==> src/inc/fpc_cfg.svh <==
/*
 constants of the flash prefetch read controller: timing, address map, bus codes.
 assumes a single system clock at FPC_CLK_MHZ and an array that answers a read
 in the last of its wait-state cycles.
*/
// Behaviour
// RL1: Bus accesses arrive on a 64-bit system port and the array is read through a 128-bit interface.
// RL2: Four line buffers each hold one 128-bit flash line so reads can be served without the array.
// RL3: A read that hits a line buffer completes with no wait states.
// RL4: A read that misses all buffers inserts three wait states when the clock runs at 120 MHz.
// RL5: The array access uses two wait states up to 80 MHz and one wait state up to 60 MHz.
// RL6: Each 128-bit line carries an 8-bit check code per 64-bit word, 144 stored bits in all.
// RL7: Reads correct any single-bit error in a protected word and detect any double-bit error.
// RL8: The array interface has a 128-bit read data bus and a separate 64-bit write data bus.
// RL9: Aligned and unaligned reads are served when the bytes lie within one 32-bit container.
// RL10: Bus masters issue only naturally aligned 32-bit word writes.
// RL11: On the code bank only, read buffering and page prefetch are each enabled by a setting.
// RL12: With prefetch enabled the next flash line is read speculatively into a line buffer.
// RL13: The array holds 1 MB in several partitions of one macro.
// RL14: A 16 KB test sector and a 16 KB shadow block exist besides the main array.
// RL15: An uncorrectable read error ends the transfer with a bus error and sets a clearable sticky flag.
// RL16: A new line replaces the least recently used buffer and any array write invalidates every buffer.
`ifndef FPC_CFG_SVH
`define FPC_CFG_SVH
`define FPC_CLK_MHZ      25
`define FPC_ARR_WS       (((`FPC_CLK_MHZ) <= 60) ? 1 : (((`FPC_CLK_MHZ) <= 80) ? 2 : 3))
`define FPC_NBUF         4
`define FPC_LINE_W       128
`define FPC_WORD_W       64
`define FPC_CW_W         72
`define FPC_ROW_W        144
`define FPC_LIDX_W       16
`define FPC_MAIN_SEL_BIT 20
`define FPC_SUB_SEL_BIT  14
`define FPC_LINE_LSB     4
`define FPC_DW_BIT       3
`define FPC_RGN_MAIN     2'h0
`define FPC_RGN_TEST     2'h1
`define FPC_RGN_SHADOW   2'h2
`define FPC_LAST_LINE    16'hFFFF
`define FPC_SZ_BYTE      3'h0
`define FPC_SZ_HALF      3'h1
`define FPC_SZ_WORD      3'h2
`endif

==> src/inc/fpc_pkg.sv <==
/*
 types of the flash prefetch read controller.
 assumes fpc_cfg.svh supplies the word and line-index widths.
*/
`include "fpc_cfg.svh"
package fpc_pkg;
   typedef enum logic [6:0] {
      ST_IDLE  = 7'h01,
      ST_FETCH = 7'h02,
      ST_PREF  = 7'h04,
      ST_CHECK = 7'h08,
      ST_WRITE = 7'h10,
      ST_ERR1  = 7'h20,
      ST_ERR2  = 7'h40
   } fpc_state_t;
   typedef struct packed {
      logic [1:0]               rgn;
      logic [`FPC_LIDX_W-1:0]   line;
   } fpc_tag_t;
   typedef struct packed {
      logic [31:0]              addr;
      logic [2:0]               size;
      logic                     write;
   } fpc_req_t;
   typedef struct packed {
      logic                     req;
      fpc_tag_t                 tag;
   } fpc_rd_t;
   typedef struct packed {
      logic                     en;
      fpc_tag_t                 tag;
      logic                     dword;
      logic [1:0]               wmask;
      logic [`FPC_WORD_W-1:0]   data;
   } fpc_wr_t;
   typedef struct packed {
      logic [`FPC_WORD_W-1:0]   data;
      logic                     sbe;
      logic                     dbe;
   } fpc_ecc_t;
endpackage

==> src/rtl/fpc_ctrl.sv <==
/*
 flash prefetch read controller: ahb-lite slave, four line buffers with lru
 replacement and next-line prefetch, secded check on every 64-bit word read.
 assumes the array returns a 144-bit row on arr_rd_data_in in the last wait
 cycle of a read, and computes its own check bits when written.
*/
`timescale 1ns/10ps
`include "fpc_cfg.svh"
module fpc_ctrl (
   // clock and reset
   input  wire logic                      core_clk_in,
   input  wire logic                      srst_in,
   // ahb-lite slave
   input  wire logic                      hsel_in,
   input  wire logic [31:0]               haddr_in,
   input  wire logic [1:0]                htrans_in,
   input  wire logic                      hwrite_in,
   input  wire logic [2:0]                hsize_in,
   input  wire logic [`FPC_WORD_W-1:0]    hwdata_in,
   input  wire logic                      hready_in,
   output logic      [`FPC_WORD_W-1:0]    hrdata_out,
   output logic                           hreadyout_out,
   output logic                           hresp_out,
   // configuration and status
   input  wire logic                      cfg_buf_en_in,
   input  wire logic                      cfg_pf_en_in,
   input  wire logic                      ecc_err_clr_in,
   output logic                           ecc_err_out,
   output logic                           ecc_corr_out,
   // nonvolatile_array interface
   output fpc_pkg::fpc_rd_t               arr_rd_out,
   input  wire logic [`FPC_ROW_W-1:0]     arr_rd_data_in,
   output fpc_pkg::fpc_wr_t               arr_wr_out
);
   localparam logic [1:0] WS = 2'(`FPC_ARR_WS); // RL4 RL5

   // secded over 64 data bits; check bits 6:0 at hamming positions, bit 7 overall parity
   function automatic fpc_pkg::fpc_ecc_t ecc_dec(input logic [`FPC_CW_W-1:0] cw);
      logic [6:0]       syn;
      logic             par;
      int               j;
      fpc_pkg::fpc_ecc_t r;
      syn = cw[70:64];
      par = ^cw;
      r.data = cw[63:0];
      j = 0;
      for (int p = 1; p < `FPC_CW_W; p++)
         if ((p & (p - 1)) != 0)
         begin
            if (cw[j])
               syn = syn ^ 7'(p);
            j++;
         end
      j = 0;
      for (int p = 1; p < `FPC_CW_W; p++)
         if ((p & (p - 1)) != 0)
         begin
            if (par && (syn == 7'(p)))
               r.data[j] = ~r.data[j]; // RL7
            j++;
         end
      r.sbe = par;
      r.dbe = !par && (syn != 7'h00); // RL7
      return r;
   endfunction

   fpc_pkg::fpc_state_t            state_q, state_d;
   fpc_pkg::fpc_req_t              req_q, cur;
   fpc_pkg::fpc_rd_t               rd_q;
   fpc_pkg::fpc_wr_t               wr_q;
   fpc_pkg::fpc_tag_t              lk_tag, pf_tag_q, nxt_tag;
   fpc_pkg::fpc_ecc_t              dec0, dec1;
   logic [`FPC_NBUF-1:0]           vld_q, hit, pf_hitv;
   fpc_pkg::fpc_tag_t              tag_q  [`FPC_NBUF];
   logic [`FPC_LINE_W-1:0]         data_q [`FPC_NBUF];
   logic [1:0]                     age_q  [`FPC_NBUF];
   logic [`FPC_LINE_W-1:0]         hit_or [`FPC_NBUF+1];
   logic [1:0]                     cnt_q, hit_idx, vic_idx, touch_idx;
   logic [`FPC_WORD_W-1:0]         hrdata_q;
   logic [`FPC_LINE_W-1:0]         row;
   logic                           pend_q, pf_q, err_q, corr_q;

   wire st_idle  = state_q == fpc_pkg::ST_IDLE;
   wire st_fetch = state_q == fpc_pkg::ST_FETCH;
   wire st_pref  = state_q == fpc_pkg::ST_PREF;
   wire st_check = state_q == fpc_pkg::ST_CHECK;
   wire st_write = state_q == fpc_pkg::ST_WRITE;
   wire st_err1  = state_q == fpc_pkg::ST_ERR1;
   wire st_err2  = state_q == fpc_pkg::ST_ERR2;
   wire acc_st   = st_idle | st_write | st_err2;
   wire acc      = hsel_in & htrans_in[1] & hready_in;
   wire dec_go   = (acc_st & acc) | st_check;
   wire pf_take  = st_pref & acc & !pend_q;
   wire fdone    = (st_fetch | st_pref) & (cnt_q == 2'h1);

   // the pending request from a prefetch is replayed from req_q
   assign cur     = st_check ? req_q : {haddr_in, hsize_in, hwrite_in};
   assign lk_tag.rgn  = !cur.addr[`FPC_MAIN_SEL_BIT] ? `FPC_RGN_MAIN :
                        (cur.addr[`FPC_SUB_SEL_BIT] ? `FPC_RGN_SHADOW : `FPC_RGN_TEST); // RL13 RL14
   assign lk_tag.line = cur.addr[`FPC_LINE_LSB +: `FPC_LIDX_W];
   wire   code_bank   = lk_tag.rgn == `FPC_RGN_MAIN;
   wire   bad_rd  = (cur.size > `FPC_SZ_WORD) ||
                    ((cur.size == `FPC_SZ_HALF) && (cur.addr[1:0] == 2'h3)) ||
                    ((cur.size == `FPC_SZ_WORD) && (cur.addr[1:0] != 2'h0)); // RL9
   wire   bad_wr  = (cur.size != `FPC_SZ_WORD) || (cur.addr[1:0] != 2'h0); // RL10
   wire   bad     = cur.write ? bad_wr : bad_rd;
   wire   any_hit = |hit;
   wire   rd_hit  = dec_go & !cur.write & !bad & any_hit;
   wire   rd_miss = dec_go & !cur.write & !bad & !any_hit;

   assign dec0 = ecc_dec(arr_rd_data_in[`FPC_CW_W-1:0]); // RL6
   assign dec1 = ecc_dec(arr_rd_data_in[`FPC_ROW_W-1:`FPC_CW_W]);
   assign row  = {dec1.data, dec0.data}; // RL1
   wire   row_dbe   = dec0.dbe | dec1.dbe;
   wire   row_sbe   = dec0.sbe | dec1.sbe;
   wire   dem_fill  = st_fetch & fdone & !row_dbe & cfg_buf_en_in & (rd_q.tag.rgn == `FPC_RGN_MAIN);
   wire   fill      = dem_fill | (st_pref & fdone & !row_dbe);
   wire   buf_tag_ok = cfg_buf_en_in & code_bank; // RL11
   wire   pf_arm    = cfg_pf_en_in & cfg_buf_en_in & (rd_hit | dem_fill); // RL11 RL12
   wire   pf_launch = st_idle & !acc & pf_q & !(|pf_hitv); // RL12
   assign nxt_tag   = rd_hit ? lk_tag : rd_q.tag;

   genvar gi;
   assign hit_or[0] = '0;
   generate
      for (gi = 0; gi < `FPC_NBUF; gi++)
      begin : g_buf
         assign hit[gi]     = vld_q[gi] & buf_tag_ok & (tag_q[gi] == lk_tag); // RL2
         assign pf_hitv[gi] = vld_q[gi] & (tag_q[gi] == pf_tag_q);
         assign hit_or[gi+1] = hit_or[gi] | (hit[gi] ? data_q[gi] : '0);
      end
   endgenerate

   always_comb
   begin
      hit_idx = 2'h0;
      vic_idx = 2'h0;
      for (int i = `FPC_NBUF - 1; i >= 0; i--)
      begin
         if (hit[i])
            hit_idx = 2'(i);
         if (age_q[i] == 2'h3)
            vic_idx = 2'(i); // RL16
      end
      for (int i = `FPC_NBUF - 1; i >= 0; i--)
         if (!vld_q[i])
            vic_idx = 2'(i);
   end
   assign touch_idx = fill ? vic_idx : hit_idx;

   always_comb
   begin
      state_d = state_q;
      if (dec_go)
      begin
         if (bad)
            state_d = fpc_pkg::ST_ERR1;
         else if (cur.write)
            state_d = fpc_pkg::ST_WRITE;
         else if (any_hit)
            state_d = fpc_pkg::ST_IDLE; // RL3
         else
            state_d = fpc_pkg::ST_FETCH;
      end
      else if (acc_st)
         state_d = pf_launch ? fpc_pkg::ST_PREF : fpc_pkg::ST_IDLE;
      else if (st_fetch & fdone)
         state_d = row_dbe ? fpc_pkg::ST_ERR1 : fpc_pkg::ST_IDLE; // RL15
      else if (st_pref & fdone)
         state_d = (pend_q | pf_take) ? fpc_pkg::ST_CHECK : fpc_pkg::ST_IDLE; // take on last cycle replays too
      else if (st_err1)
         state_d = fpc_pkg::ST_ERR2;
   end

   always_ff @(posedge core_clk_in)
   begin
      if (srst_in)
      begin
         state_q <= fpc_pkg::ST_IDLE;
         req_q   <= '0;
         rd_q    <= '0;
         wr_q    <= '0;
         cnt_q   <= 2'h0;
         pend_q  <= 1'b0;
         pf_q    <= 1'b0;
         pf_tag_q <= '0;
         err_q   <= 1'b0;
         corr_q  <= 1'b0;
         hrdata_q <= '0;
      end
      else
      begin
         state_q <= state_d;
         if ((acc_st & acc) | pf_take)
            req_q <= cur;
         pend_q <= pf_take | (pend_q & !st_check);
         corr_q <= fdone & row_sbe & !row_dbe; // RL7
         err_q  <= (st_fetch & fdone & row_dbe) | (err_q & !ecc_err_clr_in); // RL15
         if (rd_miss)
         begin
            rd_q  <= {1'b1, lk_tag}; // RL4 RL5
            cnt_q <= WS;
         end
         else if (pf_launch)
         begin
            rd_q  <= {1'b1, pf_tag_q}; // RL12
            cnt_q <= WS;
         end
         else if (fdone)
            rd_q.req <= 1'b0;
         else if (cnt_q != 2'h0)
            cnt_q <= cnt_q - 2'h1;
         if (fdone)
            cnt_q <= 2'h0;
         if (rd_hit)
            hrdata_q <= cur.addr[`FPC_DW_BIT] ? hit_or[`FPC_NBUF][127:64] : hit_or[`FPC_NBUF][63:0]; // RL3
         else if (st_fetch & fdone)
            hrdata_q <= req_q.addr[`FPC_DW_BIT] ? row[127:64] : row[63:0];
         if (pf_arm && (nxt_tag.line != `FPC_LAST_LINE))
         begin
            pf_q     <= 1'b1;
            pf_tag_q <= {nxt_tag.rgn, nxt_tag.line + 16'h0001};
         end
         else if (pf_launch | (st_idle & (|pf_hitv)) | st_write | !cfg_pf_en_in)
            pf_q <= 1'b0;
         wr_q.en <= st_write; // RL8
         if (st_write)
         begin
            wr_q.tag.rgn  <= !req_q.addr[`FPC_MAIN_SEL_BIT] ? `FPC_RGN_MAIN :
                             (req_q.addr[`FPC_SUB_SEL_BIT] ? `FPC_RGN_SHADOW : `FPC_RGN_TEST);
            wr_q.tag.line <= req_q.addr[`FPC_LINE_LSB +: `FPC_LIDX_W];
            wr_q.dword    <= req_q.addr[`FPC_DW_BIT];
            wr_q.wmask    <= req_q.addr[2] ? 2'h2 : 2'h1;
            wr_q.data     <= hwdata_in;
         end
      end
   end

   // buffer contents carry no reset; validity and ages do
   always_ff @(posedge core_clk_in)
   begin
      if (srst_in)
      begin
         vld_q <= '0;
         for (int i = 0; i < `FPC_NBUF; i++)
            age_q[i] <= 2'(i);
      end
      else
      begin
         if (st_write)
            vld_q <= '0; // RL16
         else if (fill)
            vld_q[vic_idx] <= 1'b1;
         if (fill | rd_hit)
            for (int i = 0; i < `FPC_NBUF; i++)
               if (2'(i) == touch_idx)
                  age_q[i] <= 2'h0;
               else if (age_q[i] < age_q[touch_idx])
                  age_q[i] <= age_q[i] + 2'h1; // RL16
      end
      if (fill)
      begin
         tag_q[vic_idx]  <= rd_q.tag;
         data_q[vic_idx] <= row; // RL2
      end
   end

   assign hreadyout_out = !(st_fetch | st_err1 | st_check | (st_pref & pend_q));
   assign hresp_out     = st_err1 | st_err2; // RL15
   assign hrdata_out    = hrdata_q;
   assign ecc_err_out   = err_q;
   assign ecc_corr_out  = corr_q;
   assign arr_rd_out    = rd_q;
   assign arr_wr_out    = wr_q;
endmodule // fpc_ctrl

==> config.mk <==
export PLATFORM = sky130hd
export DESIGN_NAME = fpc_ctrl
export DESIGN_NICKNAME = d
export VERILOG_FILES = /design/src/inc/fpc_pkg.sv /design/src/rtl/fpc_ctrl.sv
export VERILOG_INCLUDE_DIRS = /design/src /design/src/inc
export SDC_FILE = /design/constraint.sdc
export NUM_CORES = 2
export LEC_CHECK = 0
export BUFFER_PORTS_ARGS = -buffer_cell sky130_fd_sc_hd__buf_2
export CAP_MARGIN = 30
export CORE_ASPECT_RATIO = 1.25
export CORE_MARGIN = 2
export CORE_UTILIZATION = 59
export CTS_CLUSTER_DIAMETER = 30
export DETAILED_ROUTE_END_ITERATION = 7
export PLACE_DENSITY = 0.87
export SKIP_LAST_GASP = 1
export SLEW_MARGIN = 20
export SYNTH_ARGS = -nofsm -noshare
export SYNTH_HDL_FRONTEND = slang
export SYNTH_SLANG_ARGS = --single-unit
==> constraint.sdc <==
create_clock -name core_clk_in -period 24.3 [get_ports core_clk_in]
set_clock_uncertainty 0.1 [all_clocks]
set_input_delay 4.86 -clock core_clk_in [delete_from_list [all_inputs] [get_ports core_clk_in]]
set_output_delay 4.86 -clock core_clk_in [all_outputs]
set_load 0.02 [all_outputs]
# Word level (Yosys, flattened, before mapping)
# Memory sizes are Yosys's and may differ from the RTL's.
# Index checks and enable logic that the tools add are counted.
dict set report word_totals {
  ff_bits 229
  word_cells 1052
  latchBits 0
  input_bits 253
  mem_bits_rw 592
  romBits 0
  memories 3
}
# name words width read_ports rd_clocked_by_memory_dff wr line
set memory_table {}
lappend memory_table {data_q 4 128 4 0 1 fpc_ctrl.sv:75} ;# logic [`FPC_LINE_W-1:0] data_q [`FPC_NBUF];
lappend memory_table {tag_q 4 18 4 0 1 fpc_ctrl.sv:74} ;# fpc_pkg::fpc_tag_t tag_q [`FPC_NBUF];
lappend memory_table {age_q 4 2 5 0 4 fpc_ctrl.sv:76} ;# logic [1:0] age_q [`FPC_NBUF];
dict set report op_classes {
  n_bitwise 330
  n_div 0
  shift 0
  reduce_logical 171
  n_mul 0
  addsub 6
  muxes 355
  n_lt_le_gt_ge 7
  eq_ne 156
}
# op n
set op_table {}
lappend op_table {{$mux W128} 4}
lappend op_table {{$eq A7 B6 Y1 const B} 63}
lappend op_table {{$mux W6} 65}
lappend op_table {{$mux W64} 6}
lappend op_table {{$or A128 B128 Y128} 3}
lappend op_table {{$eq A7 B5 Y1 const B} 31}
lappend op_table {{$mux W7} 23}
lappend op_table {{$mux W5} 32}
lappend op_table {{$eq A18 B18 Y1} 8}
lappend op_table {{$reduce_xor A72 Y1} 2}
lappend op_table {{$not A3 Y3} 46}
lappend op_table {{$logic_and A1 B1 Y1} 134}
lappend op_table {{$not A1 Y1} 129}
lappend op_table {{$not A4 Y4} 32}
lappend op_table {{$mux W63} 2}
lappend op_table {{$mux W62} 2}
lappend op_table {{$mux W61} 2}
lappend op_table {{$mux W60} 2}
lappend op_table {{$mux W59} 2}
lappend op_table {{$mux W58} 2}
lappend op_table {{$mux W57} 2}
lappend op_table {{$mux W56} 2}
lappend op_table {{$mux W55} 2}
lappend op_table {{$mux W54} 2}
lappend op_table {{other kinds (87)} 427}

# Longest topological paths before layout
dict set report logic_depth {
  ltp_word 197
  depth_mapped 24
}

# Worst setup path before layout
# Ideal clock, no wire load.
dict set report synth_path {
  path_type {input -> register}
  from {input arr_rd_data_in[120]}
  to {memory data_q[0][0] (netlist name) (enable)}
  path_buffers 0
  arrival_ns 17.763
  path_stages 9
  setup_ns 0.860
  setup_slack_ns 5.576
  cell_sequence {xnor2_1 xnor3_1 xnor2_1 xnor2_2 xor3_1 nand2_2 o41ai_4 nand3_4 nor3b_1}
}
dict set report synth_via {
  elab_chain_cells 34
}
# item line
set synth_rtl {}
lappend synth_rtl {{start: declaration} fpc_ctrl.sv:32} ;# input wire logic [`FPC_ROW_W-1:0] arr_rd_data_in,
lappend synth_rtl {{$mux W6} fpc_ctrl.sv:50} ;# if (cw[j])
lappend synth_rtl {{$mux W6 or $not A3 Y3 (tied branches)} --}
lappend synth_rtl {{$not A4 Y4 (no line) or $mux W6 (tied branches)} --}
lappend synth_rtl {{$mux W6 or $not A4 Y4 (tied branches)} --}
lappend synth_rtl {{$mux W6} fpc_ctrl.sv:50}
lappend synth_rtl {{$not A5 Y5 (no line) or $not A4 Y4 (tied branches)} --}
lappend synth_rtl {{$mux W6} fpc_ctrl.sv:50}
lappend synth_rtl {{$mux W6 or $not A5 Y5 (tied branches)} --}
lappend synth_rtl {{(+16 left out)} --}
lappend synth_rtl {{$reduce_bool A7 Y1} fpc_ctrl.sv:63} ;# r.dbe = !par && (syn != 7'h00);
lappend synth_rtl {{$logic_and A1 B1 Y1 (*)} fpc_ctrl.sv:63}
lappend synth_rtl {{$or A1 B1 Y1 (*)} fpc_ctrl.sv:114} ;# wire row_dbe = dec0.dbe | dec1.dbe;
lappend synth_rtl {{$logic_not A1 Y1 (*)} {fpc_ctrl.sv:116, fpc_ctrl.sv:117}}
lappend synth_rtl {{$and A1 B1 Y1 (3 in series)} fpc_ctrl.sv:116} ;# wire dem_fill = st_fetch & fdone & !row_dbe & cfg_buf_en_in & (rd_q.tag.rgn == `FPC_RGN_MAIN);
lappend synth_rtl {{$or A1 B1 Y1 (*)} fpc_ctrl.sv:117} ;# wire fill = dem_fill | (st_pref & fdone & !row_dbe);
lappend synth_rtl {{$mux W1 (*)} fpc_ctrl.sv:261} ;# if (fill)
lappend synth_rtl {{$mux W1 (implied by the code) (*)} fpc_ctrl.sv:264} ;# data_q[vic_idx] <= row;
lappend synth_rtl {{end: declaration} fpc_ctrl.sv:75}
# Every way passes the cells marked *; elsewhere a longest branch is shown, timed or not.

# Worst setup path after layout
dict set report layout_path {
  from {input arr_rd_data_in[75]}
  to {memory data_q[2][21] (netlist name) (enable)}
}
dict set report layout_via {
  elab_chain_cells 103
}
# item line
set layout_rtl {}
lappend layout_rtl {{$mux W3} fpc_ctrl.sv:50}
lappend layout_rtl {{$not A2 Y2 (no line) or $mux W4 (tied branches)} --}
lappend layout_rtl {{$mux W4 or $not A2 Y2 (tied branches)} --}
lappend layout_rtl {{$mux W4} fpc_ctrl.sv:50}
lappend layout_rtl {{$not A3 Y3 (no line) or $not A2 Y2 (tied branches)} --}
lappend layout_rtl {{$mux W4} fpc_ctrl.sv:50}
lappend layout_rtl {{$mux W4 or $not A3 Y3 (tied branches)} --}
lappend layout_rtl {{$not A3 Y3 (no line) or $mux W4 (tied branches)} --}
lappend layout_rtl {{(+85 left out)} --}
lappend layout_rtl {{$reduce_bool A7 Y1} fpc_ctrl.sv:63}
lappend layout_rtl {{$logic_and A1 B1 Y1 (*)} fpc_ctrl.sv:63}
lappend layout_rtl {{$or A1 B1 Y1 (*)} fpc_ctrl.sv:114}
lappend layout_rtl {{$logic_not A1 Y1 (*)} {fpc_ctrl.sv:116, fpc_ctrl.sv:117}}
lappend layout_rtl {{$and A1 B1 Y1 (3 in series)} fpc_ctrl.sv:116}
lappend layout_rtl {{$or A1 B1 Y1 (*)} fpc_ctrl.sv:117}
lappend layout_rtl {{$mux W1 (*)} fpc_ctrl.sv:261}
lappend layout_rtl {{$mux W1 (implied by the code) (*)} fpc_ctrl.sv:264}
# Marked as above.

==> flow_summary.rst <==
.. list-table::
   :header-rows: 1

   * - Metric
     - Value
   * - Setup crit start kind
     - input pin
   * - Ratio of cells with drive above 1 in the final layout
     - around 18%
   * - Synth top area share
     - between 40 and 50%
   * - Crit Path Category
     - in2reg
   * - CTS tree
     - built
   * - Total via count in the routed design
     - about 33000
   * - Post-synth top area cell
     - edfxtp_1
   * - Count of hold-fix buffers inserted at cts
     - 0
   * - Minimum period implied by the final worst setup slack
     - ~11 ns
   * - Number of warnings printed during yosys synthesis
     - 0
   * - Number of placement rows
     - between 100 and 150
   * - Worst setup slack before clock tree synthesis
     - between 10 and 15 ns
   * - Final setup violating endpoints
     - 0
   * - Detailed Routing Iterations Pass 1
     - 7
   * - Crit end category
     - flop
   * - Slew HR
     - between 20 and 30%
   * - Setup Buffers After CTS
     - 0
   * - Final setup slack of the worst path
     - ~14 ns
   * - Routed wirelength normalized by instance count
     - between 20 and 30 um
   * - Post-synthesis instance area
     - approximately 0.040 mm2
   * - Total half-perimeter wirelength after legalization and detailed placement
     - between 90000 and 100000 um
   * - Flip-flop and latch count after synthesis
     - a little over 800
   * - Cells after synthesis
     - about 3600
   * - First-pass GRT wire length
     - 203800 um
   * - Worst min path class
     - reg2reg
   * - Critical path required time
     - about 25 ns
   * - Die width
     - about 240 um
   * - Maximum buffer depth of the clock tree
     - 3
   * - Synthesis-to-layout area growth
     - 17.09%
   * - Number of cells in the finished layout apart from fillers
     - just under 5000
   * - H-tree Lvls
     - 3
   * - Setup repair after global routing missed its margin
     - no
   * - DRC violation count after routing
     - 0
   * - Iter 0 DRT Violations
     - ~4800
   * - Clock insertion delay at the later pin of the skew report
     - approximately 0.70 ns
   * - Avg Synthesized Cell Area
     - between 10 and 15 um2
   * - Maximum vdd ir drop
     - between 0.1 and 0.15 mV
   * - Area of the die
     - ~0.070 mm2
   * - Library cell with the highest instance count after synthesis
     - edfxtp_1
   * - Vias/cell
     - around 6.7
   * - Largest net degree at the start of global routing
     - ~150
   * - Standard cell core area
     - 0.06698 mm2
   * - Async set-reset flop share out of synthesis
     - 0%
   * - Commonest cells post-synth
     - edfxtp_1 (592), nand2_1 (500), xnor2_1 (356), dfxtp_1 (229), nor2_1 (222)
   * - Clock slew at reported path FFs
     - 0.05 ns
   * - Library cell used as clock root buffer
     - clkbuf_16
   * - Initial antenna violation count
     - 6
   * - Distinct cell type count after synthesis
     - between 100 and 150
   * - Accumulated negative setup slack
     - 0 ns
   * - Global route total overflow
     - 0
   * - Final cycle utilization of the critical path
     - between 40% and 50%
   * - Reg-to-reg slack, setup
     - 17.51 ns
   * - Cell types occupying the most area after synthesis
     - edfxtp_1 (44%), dfxtp_1 (11%), xnor2_1 (7.8%)
   * - Resized cells post-CTS
     - 0
   * - Power per cell area
     - between 90 and 100 mW/mm2
   * - Max Fanout on Critical Path
     - 56
   * - Global Route Usage Sum
     - 39.77%
   * - Number of clock buffers inserted by TritonCTS
     - between 100 and 150
   * - Number of global-route vias before repair
     - roughly 32000
   * - Net count after synthesis
     - roughly 3800
   * - Most common flop cell mapped by yosys
     - edfxtp_1
   * - Arrival time worst endpoint
     - around 11 ns
   * - Wire length reported by the detailed router
     - approximately 140000 um
   * - Clk sink count
     - ~820
   * - Final max-slew violation count
     - 0
   * - Highest attainable clock frequency
     - a little over 90 MHz
   * - Starting density of the core
     - between 50% and 60%
   * - Count of flip-flops with a built-in enable after synthesis
     - 592
   * - Overall die height
     - between 200 and 300 um
   * - Result of the run
     - complete, no violations
   * - Total design power
     - around 4.2 mW
   * - Top-level port count
     - roughly 430
   * - Portion of the post-synthesis area used by sequential elements
     - a little under three fifths
   * - Final #Nets
     - roughly 4200
   * - Leakage power figure
     - about 17 nW
   * - Max-cap viol count
     - 0
   * - Worst Max-Slew Pin Slew
     - 1.078 ns
   * - GP Congestion
     - 1.037
   * - Number of nets still failing antenna checks after routing
     - 0
   * - Total instance count after detailed placement
     - 4669
   * - Hold Fails Final Rpt
     - 0
   * - Number of I/O port buffers
     - between 400 and 500
worst max-delay path, stage by stage:
cell and delay, ns:
buf_2 0.13, xnor2_1 0.60, xnor3_1 0.35, xnor3_1 0.46, xor2_1 0.25, xnor2_2 0.47, nand2_4 0.17, o41ai_4 0.60
nand4_1 0.56, a21oi_4 0.77, buf_4 0.80, buf_4 0.62, buf_16 0.31
cell usage in the layout (no fill, tap or decap), drive strengths merged, types with 10 or more instances in the layout:
master,n
a2111oi,13
o311a,15
clkbuf,139
clkinv,34
o21ai,39
nand2b,37
o31ai,13
nor3,77
buf,472
a21oi,197
a221oi,21
o22ai,44
a211oi,67
xnor2,359
or3,11
and2,27
mux2i,142
edfxtp,592
nor2b,12
and3,32
nand4,34
o2111ai,19
nor2,223
o211ai,21
mux2,10
nand3,92
nand2,503
dfxtp,229
xor2,147
a31oi,21
nor4,32
inv,76
xnor3,31
a222oi,35
a22oi,70
state kept, by name (all words and copies together) (netlist names), 2 cells and up:
name        cells
state_q         7
tag_q          72
pf_tag_q       18
hrdata_out     64
req_q          25
age_q           8
arr_wr_out     86
arr_rd_out     19
cnt_q           2
vld_q           4
data_q        512
area by class of cell:
cell class | instances | area (um2)
inverter | 51 | 191.4
clock buffer | 139 | 3108
antenna | 2 | 5.005
multi-input combinational | 2465 | 16720
timing repair buffer | 472 | 2630
sequential | 821 | 22370
tap | 864 | 1081
clock inverter | 70 | 743.2
fill | 4482 | 20130
power breakdown:
part,leakage (nW),switching (mW),internal [mW]
Sequential,7.13,0.00727,1.53
Clock,1.89,0.660,0.989
Combinational,7.85,0.726,0.315
worst paths after layout:
path                 startpoint              to  cells after the start
max reg2reg          state_q[4]     pf_tag_q[0]                     18
min              arr_wr_out[16]  arr_wr_out[16]                      2
min reg2reg      arr_wr_out[16]  arr_wr_out[16]                      2
max          arr_rd_data_in[75]   data_q[2][21]                     13
cell families after synthesis:
group,count (synthesis),share of synthesized area (%)
compound gates,637,11.22
xor+xnor,541,13.14
fa+ha+maj,11,0.3284
buf+inv,268,2.630
flops,821,55.89
mux,152,3.875
simple gates,1124,12.91
stage by stage:
stage	util, %	hold WS [ns]	cell area [um2]
floorplan	-	0.3468	40010
global placement	63.94	0.3393	42830
detailed placement	64.09	0.3447	42930
CTS	69.84	0.3515	46780
global route	69.94	0.3683	46850
finish	69.94	0.3483	46850
per-layer routing:
layer / vias up / routed length [um] / global-route usage (%)
li1: 13720 / - / -
met1: 15290 / 45390 / 45.95
met2: 2894 / 65640 / 64.66
met3: 655 / 18070 / 8.992
met4: 6 / 12500 / 30.84
met5: - / 33 / 0
No activity file was read; power rests on OpenSTA's default activity.
